### config.mk
export PLATFORM = sky130hd
export DESIGN_NAME = lcdctl_regs
export DESIGN_NICKNAME = d
export VERILOG_FILES = /design/src/hdl/lcdctl_regs.v
export VERILOG_INCLUDE_DIRS = /design/src /design/src/hdl
export SDC_FILE = /design/constraint.sdc
export NUM_CORES = 1
export LEC_CHECK = 0
export ABC_CLOCK_PERIOD_IN_PS = 6700
export BUFFER_PORTS_ARGS = -buffer_cell sky130_fd_sc_hd__clkbuf_2
export CORE_MARGIN = 2
export CORE_UTILIZATION = 35
export CTS_BUF_LIST = sky130_fd_sc_hd__clkbuf_4 sky130_fd_sc_hd__clkbuf_8 sky130_fd_sc_hd__clkbuf_16
export CTS_CLUSTER_DIAMETER = 150
export CTS_CLUSTER_SIZE = 12
export DETAILED_ROUTE_END_ITERATION = 12
export MAX_ROUTING_LAYER = met4
export PLACE_DENSITY = 0.6
export SLEW_MARGIN = 20
export SYNTH_ARGS = -nofsm -noshare
export SYNTH_HDL_FRONTEND = slang
export SYNTH_SLANG_ARGS = --single-unit
### constraint.sdc
create_clock -name i_clk -period 6.7 [get_ports i_clk]
set_input_delay 0 -clock i_clk [delete_from_list [all_inputs] [get_ports i_clk]]
set_output_delay 0 -clock i_clk [all_outputs]
set_load 0.005 [all_outputs]
### src/hdl/lcdctl_consts.vh
/*
  Constants for the LCD source-driver control register bank: register
  indices, field positions, reset values and gate/scan constants.
  Assumes it is included once per compile unit by its bare name.
*/
`ifndef LCDCTL_CONSTS_VH
`define LCDCTL_CONSTS_VH

// Register indices on the 8-bit index bus
`define LCDCTL_IDX_DISP_CTL1    8'h00
`define LCDCTL_IDX_DISP_CTL2    8'h01
`define LCDCTL_IDX_VIDEO_CTL    8'h02
`define LCDCTL_IDX_CMD_RESET    8'h03
`define LCDCTL_IDX_RAM_ACCESS   8'h05
`define LCDCTL_IDX_COL_START    8'h06
`define LCDCTL_IDX_ROW_START    8'h07
`define LCDCTL_IDX_WIN_COL_LO   8'h08
`define LCDCTL_IDX_WIN_COL_HI   8'h09
`define LCDCTL_IDX_WIN_ROW_LO   8'h0a
`define LCDCTL_IDX_WIN_ROW_HI   8'h0b
`define LCDCTL_IDX_PANEL_SIZE   8'h0d
`define LCDCTL_IDX_SCAN_MODE    8'h1d
`define LCDCTL_IDX_GATE_RESET   8'h22
`define LCDCTL_IDX_MAKER_VER    8'h31
`define LCDCTL_IDX_PART_ID      8'h32
`define LCDCTL_IDX_BLANK_SEL    8'h76

// Reset values
`define LCDCTL_RST_DISP_CTL1    8'ha0
`define LCDCTL_RST_ZERO         8'h00
`define LCDCTL_RST_SCAN_MODE    3'h7

// Field positions
`define LCDCTL_B_SRC_SEL_HI     7
`define LCDCTL_B_SRC_SEL_LO     6
`define LCDCTL_B_SRC_DIR        5
`define LCDCTL_B_PARTIAL        4
`define LCDCTL_B_COLOR8         2
`define LCDCTL_B_PARTIAL_SCAN   0
`define LCDCTL_B_COL_DIR        7
`define LCDCTL_B_ROW_DIR        6
`define LCDCTL_B_WIN_ONLY       3
`define LCDCTL_B_CAPTURE        2
`define LCDCTL_B_TIMING         1
`define LCDCTL_B_VID_WR         0
`define LCDCTL_B_FAST_WR        6
`define LCDCTL_B_WIN_EN         4
`define LCDCTL_B_ROW_INC        2
`define LCDCTL_B_BIT0           0

// Gate output numbering, scan constants and RAM address limits
`define LCDCTL_GATE_LAST        8'd241
`define LCDCTL_LINES_220        8'd220
`define LCDCTL_LINES_240        8'd240
`define LCDCTL_BLANK_LINES      8'd7
`define LCDCTL_COL_MAX          8'haf
`define LCDCTL_ROW_MAX          8'hef
`define LCDCTL_GATE_LINK_BITS   16

`endif

### src/hdl/lcdctl_regs.v
/*
  Control register bank of an LCD source driver with display RAM:
  host-written control registers, RAM write address generation with
  window wrap, gate scan sequencing for 220/240-line panels, a serial
  relay of the gate-driver reset, and identification registers.
  Assumes a synchronous host index/data port clocked by i_clk and a
  companion gate driver that samples o_gate_sclk/o_gate_sdat.
*/
`timescale 1ns/1ps
`include "lcdctl_consts.vh"

module lcdctl_regs #(
  parameter [3:0] MAKER_CODE   = 4'h5,   // Arbitrary neutral value
  parameter [3:0] VERSION_CODE = 4'h3,   // Arbitrary neutral value
  parameter [7:0] PART_CODE    = 8'h5a   // Arbitrary neutral value
) (
  input  wire       i_clk,
  input  wire       i_arst_n,
  input  wire       i_wr,                // Register write strobe
  input  wire       i_rd,                // Register read strobe
  input  wire [7:0] i_idx,               // Register index
  input  wire [7:0] i_wdata,             // Write data
  input  wire       i_ram_wr,            // One RAM data word written
  input  wire       i_line_step,         // Advance one gate scan slot
  input  wire       i_dummy_position_pin,// High: dummy before frame
  output reg  [7:0] o_rdata,             // Read data
  output wire       o_source_data_sel_hi,
  output wire       o_source_data_sel_lo,
  output wire       o_source_reversed,   // Y528 side gets RAM 00H
  output wire       o_partial_display_en,
  output wire       o_color8,
  output wire       o_partial_off_scan_sel,
  output wire       o_column_dir,
  output wire       o_row_dir,
  output wire       o_video_window_only,
  output wire       o_display_timing_sel,
  output wire       o_video_ram_write_en,
  output wire       o_fast_write_mode,
  output wire       o_row_increment,
  output wire       o_window_access_en,
  output reg  [7:0] o_ram_col,           // Current RAM column address
  output reg  [7:0] o_ram_row,           // Current RAM row address
  output reg  [7:0] o_gate_out,          // Active gate output, 0 = none
  output reg        o_gate_dummy,        // Current slot is dummy line
  output reg        o_gate_blank,        // Current slot is blanking
  output reg        o_gate_sclk,         // Serial link clock to gate
  output reg        o_gate_sdat,         // Serial link data to gate
  output reg        o_gate_sbusy         // Serial link transfer running
);

  // Scan mode codes, SCN field values
  localparam [2:0] SCAN_STRAIGHT = 3'b111;
  localparam [2:0] SCAN_FOLD121  = 3'b011;
  localparam [2:0] SCAN_FOLD161  = 3'b101;
  localparam [2:0] SCAN_FOLD201  = 3'b001;

  // Reset synchroniser
  reg        rst_meta;
  reg        rst_n;

  // Register state
  reg  [7:0] disp_ctl1;
  reg  [7:0] disp_ctl2;
  reg  [7:0] video_ctl;
  reg        command_reset_bit;
  reg  [7:0] ram_access;
  reg  [7:0] column_start;
  reg  [7:0] row_start;
  reg  [7:0] window_col_begin;
  reg  [7:0] window_col_end;
  reg  [7:0] window_row_begin;
  reg  [7:0] window_row_end;
  reg        panel_220;
  reg  [2:0] scan_mode;
  reg        scan_left;             // Gate driver mounted left-hand
  reg        blanking_select;

  // Scan sequencer
  reg  [7:0] slot;                  // Slot within the frame sequence
  reg  [7:0] next_slot;

  // Serial relay
  reg  [4:0] ser_cnt;
  reg [15:0] ser_shift;

  wire       soft_reset;
  wire       video_on;
  wire [7:0] lines;
  wire       blank_on;
  wire [7:0] frame_len;

  // Release the asynchronous reset through two flops
  always @(posedge i_clk or negedge i_arst_n) begin
    if (!i_arst_n) begin
      rst_meta <= 1'b0;
      rst_n    <= 1'b0;
    end else begin
      rst_meta <= 1'b1;
      rst_n    <= rst_meta;
    end
  end

  // A pending command reset wipes the bank on the next register write or RAM word
  assign soft_reset = command_reset_bit & (i_wr | i_ram_wr);
  assign video_on   = video_ctl[`LCDCTL_B_VID_WR];

  // Host register writes
  always @(posedge i_clk or negedge rst_n) begin
    if (!rst_n) begin
      disp_ctl1         <= `LCDCTL_RST_DISP_CTL1;
      disp_ctl2         <= `LCDCTL_RST_ZERO;
      video_ctl         <= `LCDCTL_RST_ZERO;
      command_reset_bit <= 1'b0;
      ram_access        <= `LCDCTL_RST_ZERO;
      column_start      <= `LCDCTL_RST_ZERO;
      row_start         <= `LCDCTL_RST_ZERO;
      window_col_begin  <= `LCDCTL_RST_ZERO;
      window_col_end    <= `LCDCTL_RST_ZERO;
      window_row_begin  <= `LCDCTL_RST_ZERO;
      window_row_end    <= `LCDCTL_RST_ZERO;
      panel_220         <= 1'b0;
      scan_mode         <= `LCDCTL_RST_SCAN_MODE;
      scan_left         <= 1'b0;
      blanking_select   <= 1'b0;
    end else if (soft_reset) begin
      // Whole bank back to defaults, the triggering access is dropped
      disp_ctl1         <= `LCDCTL_RST_DISP_CTL1;
      disp_ctl2         <= `LCDCTL_RST_ZERO;
      video_ctl         <= `LCDCTL_RST_ZERO;
      command_reset_bit <= 1'b0;
      ram_access        <= `LCDCTL_RST_ZERO;
      column_start      <= `LCDCTL_RST_ZERO;
      row_start         <= `LCDCTL_RST_ZERO;
      window_col_begin  <= `LCDCTL_RST_ZERO;
      window_col_end    <= `LCDCTL_RST_ZERO;
      window_row_begin  <= `LCDCTL_RST_ZERO;
      window_row_end    <= `LCDCTL_RST_ZERO;
      panel_220         <= 1'b0;
      scan_mode         <= `LCDCTL_RST_SCAN_MODE;
      scan_left         <= 1'b0;
      blanking_select   <= 1'b0;
    end else if (i_wr) begin
      case (i_idx)
        `LCDCTL_IDX_DISP_CTL1:  disp_ctl1 <= i_wdata;
        `LCDCTL_IDX_DISP_CTL2:  disp_ctl2 <= i_wdata;
        // Capture-mode bit is held at 0, the other value is prohibited
        `LCDCTL_IDX_VIDEO_CTL:  video_ctl <= i_wdata & 8'hfb;
        `LCDCTL_IDX_CMD_RESET:  command_reset_bit <= i_wdata[`LCDCTL_B_BIT0];
        `LCDCTL_IDX_RAM_ACCESS: ram_access <= i_wdata;
        `LCDCTL_IDX_COL_START:  column_start <= i_wdata;
        `LCDCTL_IDX_ROW_START:  row_start <= i_wdata;
        `LCDCTL_IDX_WIN_COL_LO: window_col_begin <= i_wdata;
        `LCDCTL_IDX_WIN_COL_HI: window_col_end <= i_wdata;
        `LCDCTL_IDX_WIN_ROW_LO: window_row_begin <= i_wdata;
        `LCDCTL_IDX_WIN_ROW_HI: window_row_end <= i_wdata;
        `LCDCTL_IDX_PANEL_SIZE: panel_220 <= i_wdata[`LCDCTL_B_BIT0];
        `LCDCTL_IDX_SCAN_MODE: begin
          scan_mode <= i_wdata[2:0];
          scan_left <= i_wdata[7];
        end
        `LCDCTL_IDX_BLANK_SEL:  blanking_select <= i_wdata[`LCDCTL_B_BIT0];
        default: ;              // Unmapped or read-only: write ignored
      endcase
    end
  end

  // Control fields to the display datapath
  assign o_source_data_sel_hi   = disp_ctl1[`LCDCTL_B_SRC_SEL_HI];
  assign o_source_data_sel_lo   = disp_ctl1[`LCDCTL_B_SRC_SEL_LO];
  assign o_source_reversed      = disp_ctl1[`LCDCTL_B_SRC_DIR];
  assign o_partial_display_en   = disp_ctl1[`LCDCTL_B_PARTIAL];
  assign o_color8               = disp_ctl1[`LCDCTL_B_COLOR8];
  assign o_partial_off_scan_sel = disp_ctl1[`LCDCTL_B_PARTIAL_SCAN];
  // Direction bits read as 0 while the video port writes RAM
  assign o_column_dir = disp_ctl2[`LCDCTL_B_COL_DIR] & ~video_on;
  assign o_row_dir    = disp_ctl2[`LCDCTL_B_ROW_DIR] & ~video_on;
  assign o_video_window_only  = video_ctl[`LCDCTL_B_WIN_ONLY];
  assign o_display_timing_sel = video_ctl[`LCDCTL_B_TIMING];
  assign o_video_ram_write_en = video_on;
  assign o_fast_write_mode    = ram_access[`LCDCTL_B_FAST_WR];
  // Row increment is the host's duty to avoid; passed through as set
  assign o_row_increment      = ram_access[`LCDCTL_B_ROW_INC];
  assign o_window_access_en   = ram_access[`LCDCTL_B_WIN_EN] | video_on;

  // RAM address counter with window wrap
  always @(posedge i_clk or negedge rst_n) begin
    if (!rst_n) begin
      o_ram_col <= 8'h00;
      o_ram_row <= 8'h00;
    end else if (soft_reset) begin
      o_ram_col <= 8'h00;
      o_ram_row <= 8'h00;
    end else if (i_wr && !video_on && i_idx == `LCDCTL_IDX_COL_START) begin
      o_ram_col <= i_wdata;
    end else if (i_wr && !video_on && i_idx == `LCDCTL_IDX_ROW_START) begin
      o_ram_row <= i_wdata;
    end else if (i_wr && i_wdata[`LCDCTL_B_VID_WR] && i_idx == `LCDCTL_IDX_VIDEO_CTL) begin
      // Video frames start at the window origin; start registers unused
      o_ram_col <= window_col_begin;
      o_ram_row <= window_row_begin;
    end else if (i_ram_wr) begin
      if (o_window_access_en && o_ram_col == window_col_end) begin
        o_ram_col <= window_col_begin;
        if (o_ram_row == window_row_end)
          o_ram_row <= window_row_begin;
        else
          o_ram_row <= o_ram_row + 8'h01;
      end else if (!o_window_access_en && o_ram_col == `LCDCTL_COL_MAX) begin
        o_ram_col <= 8'h00;
        o_ram_row <= (o_ram_row == `LCDCTL_ROW_MAX) ? 8'h00 : o_ram_row + 8'h01;
      end else begin
        o_ram_col <= o_ram_col + 8'h01;
      end
    end
  end

  // Blanking only counts under internal timing
  assign blank_on  = blanking_select & ~o_display_timing_sel;
  assign lines     = panel_220 ? `LCDCTL_LINES_220 : `LCDCTL_LINES_240;
  // Frame = data lines + one dummy + optional seven blank slots
  assign frame_len = lines + 8'd1 + (blank_on ? `LCDCTL_BLANK_LINES : 8'd0);

  // Map a scan position (0 = first data line) to a gate output number
  function [7:0] gate_map;
    input [7:0] pos;
    input [2:0] mode;
    input       left;
    input       p220;
    reg   [7:0] fold;
    reg   [7:0] half;
    reg   [7:0] base;
    begin
      fold = 8'd0;
      half = 8'd0;
      base = p220 ? 8'd21 : 8'd1;
      case (mode)
        SCAN_FOLD121: fold = 8'd121;
        SCAN_FOLD161: fold = p220 ? 8'd141 : 8'd161;
        SCAN_FOLD201: fold = p220 ? 8'd181 : 8'd201;
        default:      fold = 8'd0;
      endcase
      if (!mode[0]) begin
        // Interleave, alternating between the two halves
        half = pos >> 1;
        if (!left)
          gate_map = pos[0] ? `LCDCTL_GATE_LAST - half : half + 8'd1;
        else if (p220)
          gate_map = pos[0] ? 8'd122 + half : 8'd121 - half;
        else
          gate_map = pos[0] ? 8'd122 + half : 8'd121 - half;
      end else if (mode == SCAN_STRAIGHT) begin
        if (!left)
          gate_map = pos + 8'd1;
        else
          gate_map = `LCDCTL_GATE_LAST - pos;
      end else if (!left) begin
        // Up to the fold, then back down from the top, reserve skipped
        gate_map = (pos < fold) ? pos + 8'd1
                                : `LCDCTL_GATE_LAST - (pos - fold);
      end else begin
        // Left fold starts past the reserved block, then folds down
        if (pos < `LCDCTL_GATE_LAST - fold - (p220 ? 8'd20 : 8'd0))
          gate_map = fold + (p220 ? 8'd21 : 8'd1) + pos;
        else
          gate_map = fold - (pos - (`LCDCTL_GATE_LAST - fold
                     - (p220 ? 8'd20 : 8'd0)));
        if (mode == SCAN_FOLD121)
          gate_map = (pos < 8'd120) ? 8'd122 + pos : 8'd121 - (pos - 8'd120);
      end
      if (gate_map < base && left && mode != SCAN_FOLD161 && mode[0])
        gate_map = 8'd0;
    end
  endfunction

  // Dummy output: the slot that follows the last data line
  function [7:0] dummy_map;
    input [7:0] nlines;
    input [2:0] mode;
    input       left;
    input       p220;
    begin
      dummy_map = gate_map(nlines, mode, left, p220);
      if (mode == SCAN_FOLD161 && left && p220)
        dummy_map = 8'd1;
      else if (!mode[0] && left && p220)
        dummy_map = 8'd11;
      else if (!mode[0] && !left && p220)
        dummy_map = 8'd111;
    end
  endfunction

  // Gate scan sequencer, one slot per i_line_step
  always @* begin
    next_slot = slot;
    if (i_line_step)
      next_slot = (slot >= frame_len - 8'd1) ? 8'd0 : slot + 8'd1;
  end

  always @(posedge i_clk or negedge rst_n) begin
    if (!rst_n) begin
      slot         <= 8'd0;
      o_gate_out   <= 8'd0;
      o_gate_dummy <= 1'b0;
      o_gate_blank <= 1'b0;
    end else begin
      slot <= next_slot;
      if (!i_dummy_position_pin) begin
        // Frame data first, then dummy, then any blanking
        o_gate_blank <= next_slot > lines;
        o_gate_dummy <= next_slot == lines;
        if (next_slot < lines)
          o_gate_out <= gate_map(next_slot, scan_mode, scan_left, panel_220);
        else if (next_slot == lines)
          o_gate_out <= dummy_map(lines, scan_mode, scan_left, panel_220);
        else
          o_gate_out <= 8'd0;
      end else begin
        // Blanking, then dummy; the order shifts so the dummy takes its first output
        o_gate_blank <= next_slot < frame_len - lines - 8'd1;
        o_gate_dummy <= next_slot == frame_len - lines - 8'd1;
        if (next_slot < frame_len - lines - 8'd1)
          o_gate_out <= 8'd0;
        else if (next_slot < frame_len - 8'd1)
          o_gate_out <= gate_map(next_slot - (frame_len - lines - 8'd1), scan_mode,
                                 scan_left, panel_220);
        else
          o_gate_out <= dummy_map(lines, scan_mode, scan_left, panel_220);
      end
    end
  end

  // Serial relay of the gate-driver reset: 8-bit index then 8-bit data,
  // MSB first, one bit per two clocks. Gate-reset writes during a transfer are lost.
  always @(posedge i_clk or negedge rst_n) begin
    if (!rst_n) begin
      ser_cnt      <= 5'd0;
      ser_shift    <= 16'h0000;
      o_gate_sclk  <= 1'b0;
      o_gate_sdat  <= 1'b0;
      o_gate_sbusy <= 1'b0;
    end else if (!o_gate_sbusy) begin
      o_gate_sclk <= 1'b0;
      if (i_wr && i_idx == `LCDCTL_IDX_GATE_RESET && i_wdata[`LCDCTL_B_BIT0]) begin
        ser_shift    <= {`LCDCTL_IDX_GATE_RESET, 8'h01};
        ser_cnt      <= 5'd16;
        o_gate_sbusy <= 1'b1;
      end
    end else if (!o_gate_sclk) begin
      o_gate_sdat <= ser_shift[15];
      o_gate_sclk <= 1'b1;
    end else begin
      o_gate_sclk <= 1'b0;
      ser_shift   <= {ser_shift[14:0], 1'b0};
      ser_cnt     <= ser_cnt - 5'd1;
      if (ser_cnt == 5'd1)
        o_gate_sbusy <= 1'b0;
    end
  end

  // Read data, registered; write-only registers read zero
  always @(posedge i_clk or negedge rst_n) begin
    if (!rst_n) begin
      o_rdata <= 8'h00;
    end else if (i_rd) begin
      case (i_idx)
        `LCDCTL_IDX_MAKER_VER: o_rdata <= {MAKER_CODE, VERSION_CODE};
        `LCDCTL_IDX_PART_ID:   o_rdata <= PART_CODE;
        default:               o_rdata <= 8'h00;
      endcase
    end
  end

endmodule // lcdctl_regs

==> results.txt, run 1 <==
The via count came out at 13506. The antenna diode instance count is 0. The detailed router's first-iteration violation count is 1339. After legalization and detailed placement, the total HPWL measured 36540 µm. The detailed-router iteration count before antenna repair is 5.

The count of final max-slew check failures came out at 0. The die is 203.2 µm tall. In this run the worst path has a maximum fanout of 7.

The buffering stage count on the worst path with inverters included is 3. The ratio of cells with drive above 1 in the final layout came out at 0.1531. The data arrival time of the worst path is 6720 ps. The worst-skew pair later-pin latency is 430 ps.

The mean post-synth cell area came out at 8.099 µm². The number of buffers added on ports came out at 70. The count of maximum capacitance violations is 0.

The clock transition time at the flip-flop clock pins of the worst setup and hold paths is 60 ps. The horizontal extent of the die came out at 203.2 µm. The max-slew headroom at the worst pin came out at 0.3075. The cell count after synthesis came out at 1715. The number of antenna violations at the first check in global routing is 0. Setup slack on the worst reg-to-reg path comes out at 260 ps.

The core region is 38920 µm². The pin count of the biggest net entering global routing is 67. The synthesized design spends more area on one cell type than any other, namely dfrtp_1. The synthesized flop and latch total is 116. Summing all multi-input logic gate instances after layout gives 10290 µm².

For this run, the top clock speed supported by timing is 0.1553 GHz. The area of the mapped netlist is 13890 µm². The placer's final routability congestion estimate came out at 0.9785.

The via count of the first global-routing pass is 12945. The run finished with clean final reports. The wire length per cell after detailed routing came out at 20.58 µm. The clock tree skew after final layout came out at 11.46 ps. The highest-delay cell along the critical path is nor4_4. The number of buffers created by CTS is 17. By startpoint and endpoint, the worst setup path is classified as reg -> reg. The classification of the worst-slack hold path is in -> reg. In this run, distinct cell masters in the synthesized netlist total 102.

The library cell with the highest instance count after synthesis is ha_1. By area the synthesized netlist is led by dfrtp_1, ha_1, xnor2_1. The count of cells along the worst register-to-register path came out at 30. Of the post-synthesis cell area, the dominant cell type holds 0.2000. The count of boundary I/O pins is 74. The startpoint identified for the worst register-to-register timing path is video_ctl[1]$_DFFE_PN0P_. The number of nets in the final layout is 2032. The final routed DRC violation total came out at 0. The final critical path time including I/O delays and setup came out at 6440 ps. The most critical setup path has its startpoint at video_ctl[1]$_DFFE_PN0P_.

The die covers 41290 µm². Sorting the synthesized cells by how often they occur yields ha_1, nand2_1, nor2_1. The busiest layer in global routing is met2. For met2 alone, demand over resource in global routing was 0.3659. The endpoint of the worst-slack reg-to-reg timing path is o_gate_out[2]$_DFF_PN0_.

The worst hold path terminates at window_row_begin[1]$_DFFE_PN0P_. TritonCTS built the clock tree. The kind of launch point of the worst setup path is a flip-flop. The final-report setup violation count is 0.

STA classifies the critical path endpoint as a flip-flop. The start point of the worst min-delay path is i_wdata[1]. The cell row count is 72. Setup repair after global routing left no endpoint under its margin. The initial utilization of the core area, before any placement, comes to 0.3569.

The most numerous cell type found on the critical path is ha_1. The fraction of registers with async set or reset after synthesis came out at 1.000. The global-route met1 utilization came out at 0.3295.

The mean number of vias per cell is 5.740. The layout filler cell count came out at 3966. The critical path's largest stage delay came out at 420 ps. The sum of negative setup slack is 0 ps. The worst hold path was traced through 3 stages. The maximum count of clock buffers along a single path is 2. The number of routed nets with antenna violations is 0.

The sequential standard cell area came out at 2915 µm². The share of synthesized area occupied by flip-flops and latches came out at 0.2094. Compared with the post-synthesis result, the final layout area differs by 15.11%. The leading register cell type out of synthesis is dfrtp_1. The final worst-path cycle share is 0.9612. The H-tree depth is 4. The count of clock tree sinks came out at 116.

For this run, the total global-route usage over all layers was measured as 0.2397. The final hold violation count is 0. The global-route wire length before repair came out at 75650 µm. The met3 usage came out at 0.03196.

The total wire length is 48430 µm. At the pin with the least slew margin, the transition time is 1031 ps. Data on the critical path is required at its endpoint by 6980 ps.

The cell family contributing the most delay on the critical path is compound AO/OA/AOI/OAI gates. The number of synthesized flops with an enable pin came out at 0. The cell chosen for the clock root is clkbuf_16. The total grt overflow came out at 0. The Yosys step of the flow raised 0 warnings.
worst register-to-register path: cells and delay by family, from the launching register on:
family	cells	cell delay [ps]
adder cells (fa/ha/maj)	5	1500
AND/OR/NAND/NOR	11	1780
AO/OA/AOI/OAI	10	2070
buffers and inverters	3	280
flip-flops	1	380
multiplexers	1	330
how the worst max path moves through the flow:
| stage | end | slack [ps] | cells past startpoint |
|---|---|---|---|
| detailed placement | o_gate_out[4]$_DFF_PN0_ | 120 | 27 |
| floorplan | o_gate_out[4]$_DFF_PN0_ | 20 | 31 |
| global route | o_gate_out[2]$_DFF_PN0_ | 7 | 28 |
| CTS | o_gate_out[4]$_DFF_PN0_ | 100 | 27 |
| finish | o_gate_out[2]$_DFF_PN0_ | 260 | 30 |
| global placement | o_gate_out[4]$_DFF_PN0_ | 250 | 29 |
per-layer routing:
metal / wire length [µm] / vias to the layer above / share of wire
li1: - / 6353 / -
met1: 21770 / 6453 / 0.45
met2: 21780 / 597 / 0.45
met3: 3416 / 103 / 0.071
met4: 1466 / 0 / 0.030
met5: 0 / - / 0
cell families (layout without fill, tap and decap cells):
kind of cell / count (synthesis) / after routing / share of synthesized area
simple gates: 571 / 571 / 0.2020
compound gates: 441 / 441 / 0.2103
buf+inv: 195 / 311 / 0.05900
fa+ha+maj: 187 / 187 / 0.1782
xor+xnor: 129 / 129 / 0.08504
flops: 116 / 116 / 0.2094
mux: 74 / 74 / 0.05549
other cells: 2 / 6 / 0.0005407
through the flow:
step | hold slack, ps | worst slack, ps | utilization | std cells | cell area, µm²
finish | 6.230 | 259.8 | 0.4108 | 2353 | 15990
global route | 23.14 | 7.189 | 0.4108 | 2353 | 15990
CTS | 8.455 | 99.48 | 0.4071 | 2344 | 15840
detailed placement | -209.5 | 116.5 | 0.3894 | 2300 | 15150
global placement | -213.5 | 246.7 | 0.3894 | 2300 | 15150
floorplan | -295.6 | 20.63 | - | 1719 | 13960
registers in the layout, indices dropped and copies added (netlist names), 6 cells and up:
| register | count |
|---|---|
| ser_shift | 16 |
| o_gate_out | 8 |
| o_ram_col | 8 |
| o_ram_row | 8 |
| slot | 8 |
| window_col_begin | 8 |
| window_col_end | 8 |
| window_row_begin | 8 |
| window_row_end | 8 |
| disp_ctl1 | 6 |
placed cells by master (no fill, tap or decap), types with 45 or more instances in the layout:
cell type	Yosys	layout
a21oi_1	124	120
inv_1	100	97
clkbuf_2	1	70
mux2i_1	68	68
buf_4	9	89
nand2_1	163	162
xor2_1	46	45
ha_1	169	166
o21ai_0	73	72
xnor2_1	78	77
nand3_1	68	68
dfrtp_1	111	108
nor2_1	149	148
what timing repair did:
item | in CTS | in global routing
hold buffers | 12 | 0
resized for setup | 0 | 20
endpoints found under the setup margin | 0 | 5
buffers inserted | 0 | 9
endpoints found under the hold margin | 17 | 0
final cells by class:
cell class,instances,area share
Multi-Input combinational cell,1408,0.6437
Sequential cell,116,0.1823
Timing Repair Buffer,172,0.07192
Tap cell,518,0.04054
Clock buffer,19,0.02794
Inverter,107,0.02590
Clock inverter,13,0.007669
Power of run 1 is left out: the tool's default activity adds up to more than one toggle a clock period on the data nets, which glitch-free logic cannot reach.
==> run 2, diff against run 1 <==
--- a/config.mk
+++ b/config.mk
@@ -6,8 +6,9 @@
 export SDC_FILE = /design/constraint.sdc
 export NUM_CORES = 1
 export LEC_CHECK = 0
-export ABC_CLOCK_PERIOD_IN_PS = 6700
+export ABC_CLOCK_PERIOD_IN_PS = 5900
 export BUFFER_PORTS_ARGS = -buffer_cell sky130_fd_sc_hd__clkbuf_2
+export CORE_ASPECT_RATIO = 1.5
 export CORE_MARGIN = 2
 export CORE_UTILIZATION = 35
 export CTS_BUF_LIST = sky130_fd_sc_hd__clkbuf_4 sky130_fd_sc_hd__clkbuf_8 sky130_fd_sc_hd__clkbuf_16
@@ -15,7 +16,7 @@
 export CTS_CLUSTER_SIZE = 12
 export DETAILED_ROUTE_END_ITERATION = 12
 export MAX_ROUTING_LAYER = met4
-export PLACE_DENSITY = 0.6
+export PLACE_DENSITY = 0.61
 export SLEW_MARGIN = 20
 export SYNTH_ARGS = -nofsm -noshare
 export SYNTH_HDL_FRONTEND = slang
==> constraint.sdc (replaced) <==
create_clock -name i_clk -period 5.9 [get_ports i_clk]
set_input_delay 0 -clock i_clk [delete_from_list [all_inputs] [get_ports i_clk]]
set_output_delay 0 -clock i_clk [all_outputs]
set_load 0.005 [all_outputs]
==> results.txt, run 2 (synthesized netlist as in run 1, its figures left out) <==
The worst-skew pair later-pin latency came to 430 ps (about the same). The met2 wirelength from detailed routing came to 27560 µm (was 21780 µm). The mean number of vias per cell is 5.774 (was 5.740). The final worst-path cycle share is 1.019 (was 0.9612). The detailed router's first-iteration violation count came to 1072 (was 1339). The total grt overflow was 0 (unchanged). The pre-CTS worst setup slack came out at -291.9 ps (was 116.5 ps). The critical path capture point was o_gate_out[0]$_DFF_PN0_ (was o_gate_out[2]$_DFF_PN0_). The wire length per cell after detailed routing came to 21.98 µm (was 20.58 µm). The start point of the critical path is video_ctl[1]$_DFFE_PN0P_ (unchanged). The internal reg-to-reg setup slack came out at -110 ps (was 260 ps).

The sequential standard cell area came to 2915 µm² (unchanged). The ratio of cells with drive above 1 in the final layout is 0.2238 (was 0.1531). The critical path's largest stage delay came out at 580 ps (was 420 ps). The count of maximum capacitance violations came to 0 (unchanged). The starting density of the core came out at 0.3543 (was 0.3569). The number of antenna violations at the first check in global routing came out at 0 (unchanged). The kind of launch point of the worst setup path is a flip-flop (unchanged). The vertical die dimension came out at 248.0 µm (was 203.2 µm). The placer's final routability congestion estimate is 1.047 (was 0.9785). The launching point of the worst reg2reg path is video_ctl[1]$_DFFE_PN0P_ (unchanged). The placeable core area is 39200 µm² (was 38920 µm²). The number of nets in the final layout is 2154 (was 2032).

The layout filler cell count came out at 3975 (was 3966). The classification of the worst-slack hold path is in -> reg (unchanged). The clock transition time at the flip-flop clock pins of the worst setup and hold paths came out at 60 ps (about the same).

The number of buffers added on ports came out at 70 (unchanged). The routed length on met3 is 2633 µm (was 3416 µm). The die footprint is 41330 µm² (was 41290 µm²). RSZ-0062 raised after global routing: true (was false). The endpoint of the worst-slack reg-to-reg timing path was o_gate_out[0]$_DFF_PN0_ (was o_gate_out[2]$_DFF_PN0_). The critical-path maximum fanout came out at 5 (was 7). The antenna diode instance count was 0 (unchanged). The cell chosen for the clock root was clkbuf_16 (unchanged). Most frequent cells in the layout: buf_4, nand2_1, ha_1 (was ha_1, nand2_1, nor2_1).

The register bank with the most flops is ser_shift (unchanged). The H-tree depth came out at 4 (unchanged). The clock tree from TritonCTS is yes (unchanged).

The top routing layer in use is met4 (unchanged). The number of routed nets with antenna violations is 0 (unchanged). The type of destination of the critical path is a flip-flop (unchanged).

The global-route usage over all layers came out at 0.2663 (was 0.2397). The peak clock frequency supported by timing came out at 0.1663 GHz (was 0.1553 GHz). The final hold violation count is 0 (unchanged). The pin count of the biggest net entering global routing is 78 (was 67). The multi-input gate area in the final layout is 10660 µm² (was 10290 µm²). The half-perimeter wire length after placement is 41890 µm (was 36540 µm). The final-report setup violation count is 5 (was 0).

The global-route wire length before repair came out at 82890 µm (was 75650 µm). Result of the run: finished, violations left (was complete, no violations). The most common library cell in the layout ignoring fill and taps is buf_4 (was ha_1). The data arrival time of the worst path is 6310 ps (was 6720 ps). The number of buffers created by CTS is 17 (unchanged). The area growth from synthesis to final layout is 24.73% (was 15.11%).

The total routed wire length on the met1 layer is 19540 µm (was 21770 µm). The critical path start-end classification is reg -> reg (unchanged). The flip-flop count of the largest register, all copies and words added is 16 (unchanged). The count of boundary I/O pins came to 74 (unchanged).

The worst endpoint required time came out at 6200 ps (was 6980 ps). The via count of the first global-routing pass came out at 14596 (was 12945). The via count is 14187 (was 13506). The clock tree skew after final layout came to 9.031 ps (was 11.46 ps). The final routed DRC violation total came to 0 (unchanged).

The final critical path time including I/O delays and setup came out at 6014 ps (was 6440 ps). The actual transition at the worst max-transition pin is 1012 ps (was 1031 ps). The worst path setup slack after routing came out at -113.9 ps (was 259.8 ps). The total wire length came out at 54000 µm (was 48430 µm). The count of final max-slew check failures is 0 (unchanged). The count of clock tree sinks came to 116 (unchanged). The max-slew headroom at the worst pin came out at 0.3203 (was 0.3075).

The count of cells along the worst register-to-register path came out at 29 (was 30). The number of cells on the critical path came out at 29 (was 30). The cell row count came out at 89 (was 72). The maximum count of clock buffers along a single path is 2 (unchanged).

The buffering stage count on the worst path with inverters included is 6 (was 3). The gate family responsible for the most delay along the worst path is adder cells (was compound AO/OA/AOI/OAI gates). The horizontal extent of the die is 166.7 µm (was 203.2 µm).

The detailed-router iteration count before antenna repair came out at 5 (unchanged). The final reports fail on negative setup slack. The highest-delay cell along the critical path is fa_1 (was nor4_4).
-- run 2: worst register-to-register path: cells and delay by family, from the launching register on --
kind            cells  cell delay (ps)
compound gates     11             1640
xor+xnor            2              390
fa+ha+maj           5             1730
buf+inv             6              620
flops               1              380
mux                 2              730
simple gates        3              410
-- run 2: area by class of cell --
type / instances / area share
well taps: 500 / 0.03611
multi-input cells: 1408 / 0.6151
repair buffers: 294 / 0.1209
clock buffers: 22 / 0.02817
clock inverters: 10 / 0.007006
inverters: 107 / 0.02448
flip-flops and latches: 116 / 0.1683
-- run 2: repair_timing --
action	CTS	global route
resized for setup	21	17
pin swaps	26	34
hold buffers	14	0
endpoints found under the setup margin	6	7
setup buffers	10	14
endpoints found under the hold margin	22	0
-- run 2: per-stage QoR --
stage / setup TNS (ps) / instances / area, µm² / hold slack [ps] / util
after CTS: -1.666 / 2443 / 17110 / 1.341 / 0.4366
after floorplan: -1585 / 1719 / 14250 / -295.6 / -
final: -451.6 / 2457 / 17320 / 23.32 / 0.4420
after global placement: -710.3 / 2387 / 16180 / -213.5 / 0.4128
after global routing: -2330 / 2457 / 17320 / 16.82 / 0.4420
after detailed placement: -1326 / 2387 / 16190 / -211.3 / 0.4129
-- run 2: how the worst min path moves through the flow --
stage / cells after the start / from / slack, ps / to
final: 4 / i_idx[3] / 20 / blanking_select$_DFFE_PN0P_
after global routing: 3 / i_wdata[2] / 20 / window_row_begin[2]$_DFFE_PN0P_
after CTS: 3 / i_wdata[4] / 1 / window_row_begin[4]$_DFFE_PN0P_
after detailed placement: 1 / i_arst_n / -210 / rst_meta$_DFF_PN0_
after global placement: 1 / i_arst_n / -210 / rst_meta$_DFF_PN0_
after floorplan: 0 / i_arst_n / -300 / rst_meta$_DFF_PN0_
-- run 2: per-layer routing --
layer	vias up	track usage
li1	6573	-
met1	6827	0.2719
met2	570	0.4767
met3	217	0.03030
met4	0	0.1886
met5	-	-
Power of run 2 is left out for the same reason.
==> run 3, diff against run 2 <==
--- a/config.mk
+++ b/config.mk
@@ -9,14 +9,13 @@
 export ABC_CLOCK_PERIOD_IN_PS = 5900
 export BUFFER_PORTS_ARGS = -buffer_cell sky130_fd_sc_hd__clkbuf_2
 export CORE_ASPECT_RATIO = 1.5
-export CORE_MARGIN = 2
-export CORE_UTILIZATION = 35
+export CORE_UTILIZATION = 58
 export CTS_BUF_LIST = sky130_fd_sc_hd__clkbuf_4 sky130_fd_sc_hd__clkbuf_8 sky130_fd_sc_hd__clkbuf_16
 export CTS_CLUSTER_DIAMETER = 150
 export CTS_CLUSTER_SIZE = 12
 export DETAILED_ROUTE_END_ITERATION = 12
 export MAX_ROUTING_LAYER = met4
-export PLACE_DENSITY = 0.61
+export PLACE_DENSITY = 0.88
 export SLEW_MARGIN = 20
 export SYNTH_ARGS = -nofsm -noshare
 export SYNTH_HDL_FRONTEND = slang
==> results.txt, run 3 (synthesized netlist as in run 1, its figures left out) <==
The ratio of cells with drive above 1 in the final layout came out at 0.2262 (was 0.2238). The flip-flop count of the largest register, all copies and words added is 16 (unchanged). The final routed DRC violation total came out at 0 (unchanged). The via count is 14921 (was 14187).

The mean number of vias per cell is 6.591 (was 5.774). The number of cells in the finished layout apart from fillers is 2264 (was 2457). The number of antenna violations at the first check in global routing is 4 (was 0). The placeable core area came to 23570 µm² (was 39200 µm²). The horizontal extent of the die came out at 128.4 µm (was 166.7 µm). The number of nets in the final layout came to 2138 (was 2154).

The worst-skew pair later-pin latency is 430 ps (about the same). The final hold violation count came to 1 (was 0). The critical path's largest stage delay came out at 500 ps (was 580 ps). The via count of the first global-routing pass is 14759 (was 14596). The count of final max-slew check failures came out at 0 (unchanged).

The clock transition time at the flip-flop clock pins of the worst setup and hold paths is 60 ps (about the same). Most frequent cells in the layout: buf_4, nand2_1, ha_1 (unchanged). Failing checks: negative hold slack, negative setup slack (was negative setup slack). The instance area at placement is 15930 µm² (was 16190 µm²).

The start point of the critical path is video_ctl[1]$_DFFE_PN0P_ (unchanged). Result of the run: finished, violations left (unchanged). The vertical die dimension is 191.5 µm (was 248.0 µm). The number of buffers created by CTS was 17 (unchanged). The starting density of the core came out at 0.5893 (was 0.3543). The detailed-router iteration count before antenna repair is 6 (was 5). The count of boundary I/O pins came to 74 (unchanged). The type of destination of the critical path is a flip-flop (unchanged).

The most numerous cell type found on the critical path is ha_4. The number of routed nets with antenna violations is 0 (unchanged). The H-tree depth came out at 4 (unchanged). The number of cells on the worst hold path is 4 (unchanged). The gate family responsible for the most delay along the worst path is compound AO/OA/AOI/OAI gates (was adder cells). The number of cells on the critical path is 29 (unchanged). The final critical path time including I/O delays and setup was 5912 ps (was 6014 ps). The highest-delay cell along the critical path is mux4_2 (was fa_1). The actual transition at the worst max-transition pin came out at 1077 ps (was 1012 ps). The buffering stage count on the worst path with inverters included is 6 (unchanged).

The die footprint came out at 24580 µm² (was 41330 µm²). The critical path capture point was o_gate_out[4]$_DFF_PN0_ (was o_gate_out[0]$_DFF_PN0_). The endpoint of the worst-slack reg-to-reg timing path is o_gate_out[4]$_DFF_PN0_ (was o_gate_out[0]$_DFF_PN0_). The placer's final routability congestion estimate came out at 1.095 (was 1.047). The worst hold slack after final layout came to -2.240 ps (was 23.32 ps). The area growth from synthesis to final layout was 22.97% (was 24.73%). The layout filler cell count came out at 1774 (was 3975). The clock tree skew after final layout came out at 10.54 ps (was 9.031 ps).

The maximum count of clock buffers along a single path is 2 (unchanged). The worst endpoint required time is 6190 ps (was 6200 ps). The most common library cell in the layout ignoring fill and taps is buf_4 (unchanged). The number of buffers added on ports was 70 (unchanged). The worst path setup slack after routing is -11.98 ps (was -113.9 ps).

The global-route usage over all layers is 0.4625 (was 0.2663). The count of cells along the worst register-to-register path came to 29 (unchanged). The critical path start-end classification is reg -> reg (unchanged). The final-report setup violation count is 2 (was 5). The internal reg-to-reg setup slack came out at -10 ps (was -110 ps).

The total grt overflow came out at 0 (unchanged). The clock tree from TritonCTS is yes (unchanged). The max-slew headroom at the worst pin is 0.2767 (was 0.3203). The cell row count came out at 69 (was 89). The cell area after layout is 17080 µm² (was 17320 µm²). The critical-path maximum fanout is 4 (was 5). The data arrival time of the worst path is 6200 ps (was 6310 ps).

The register bank with the most flops is ser_shift (unchanged). The cell chosen for the clock root is clkbuf_16 (unchanged). The kind of launch point of the worst setup path is a flip-flop (unchanged).

The half-perimeter wire length after placement came to 39320 µm (was 41890 µm). The final worst-path cycle share came out at 1.002 (was 1.019). The classification of the worst-slack hold path is in -> reg (unchanged).

The total wire length is 53240 µm (was 54000 µm). RSZ-0062 raised after global routing: true (unchanged). The count of clock tree sinks came out at 116 (unchanged). The count of maximum capacitance violations is 0 (unchanged). The peak clock frequency supported by timing came to 0.1691 GHz (was 0.1663 GHz).

The wire length per cell after detailed routing came out at 23.52 µm (was 21.98 µm). The detailed router's first-iteration violation count is 1404 (was 1072). The total placed cells including tap cells is 2203 (was 2387). The pre-CTS worst setup slack came out at -138.8 ps (was -291.9 ps). The global-route wire length before repair came to 82360 µm (was 82890 µm).

The pin count of the biggest net entering global routing came out at 62 (was 78). The launching point of the worst reg2reg path is video_ctl[1]$_DFFE_PN0P_ (unchanged).
==> run 3: changes by cell type in the layout (fill, tap and decap cells not counted), sizes merged <==
cell	delta
clkinv	+2
bufinv	+2
diode	+4
dlygate4sd3	-5
inv	-3
buf	-11
clkinvlp	-1
==> run 3: worst min-delay path by stage <==
stage / endpoint / from / slack, ps
2_1_floorplan: rst_meta$_DFF_PN0_ / i_arst_n / -300
3_3_place_gp: rst_meta$_DFF_PN0_ / i_arst_n / -220
3_5_place_dp: rst_meta$_DFF_PN0_ / i_arst_n / -210
4_1_cts: o_rdata[3]$_DFFE_PN0P_ / i_idx[5] / 0.5
5_1_grt: o_rdata[3]$_DFFE_PN0P_ / i_idx[5] / 30
6_report: o_rdata[3]$_DFFE_PN0P_ / i_idx[5] / -2
==> run 3: metrics by stage <==
step	setup TNS (ps)	utilization	hold WS (ps)
global route	-1058	0.7247	28.98
CTS	0	0.7104	0.4693
detailed placement	-572.9	0.6759	-211.3
finish	-17.43	0.7247	-2.240
floorplan	-1585	-	-295.6
global placement	-80.94	0.6759	-215.2
==> run 3: tightest hold or removal path: cells and delay by family <==
kind | cells | cell delay, ps
compound gates | 1 | 80
simple gates | 2 | 200
buf+inv | 1 | 100
==> run 3: cell type report <==
type                    instances  area, µm²  share of cell area
inverters                     107      422.9             0.02476
multi-input cells            1408      10740              0.6290
diodes                          4      10.01           0.0005860
flip-flops and latches        116       2915              0.1707
clock inverters                10      158.9            0.009303
well taps                     319      399.1             0.02337
clock buffers                  22      469.2             0.02747
repair buffers                278       1962              0.1149
==> run 3: repair_timing <==
item | in CTS | in global routing
buffers inserted | 3 | 13
gates resized for setup | 13 | 45
pin swaps | 10 | 45
hold endpoints to repair | 15 | 0
hold buffers | 9 | 0
setup endpoints to repair | 5 | 8
==> run 3: metal layers <==
layer  wire length [µm]  GRT usage  part of all wire
met2              25710     0.7401              0.48
met3               4430     0.1237             0.083
met5                  0          -                 0
met1              18000     0.4739              0.34
met4               5098     0.3765             0.096
Power of run 3 is left out for the same reason.
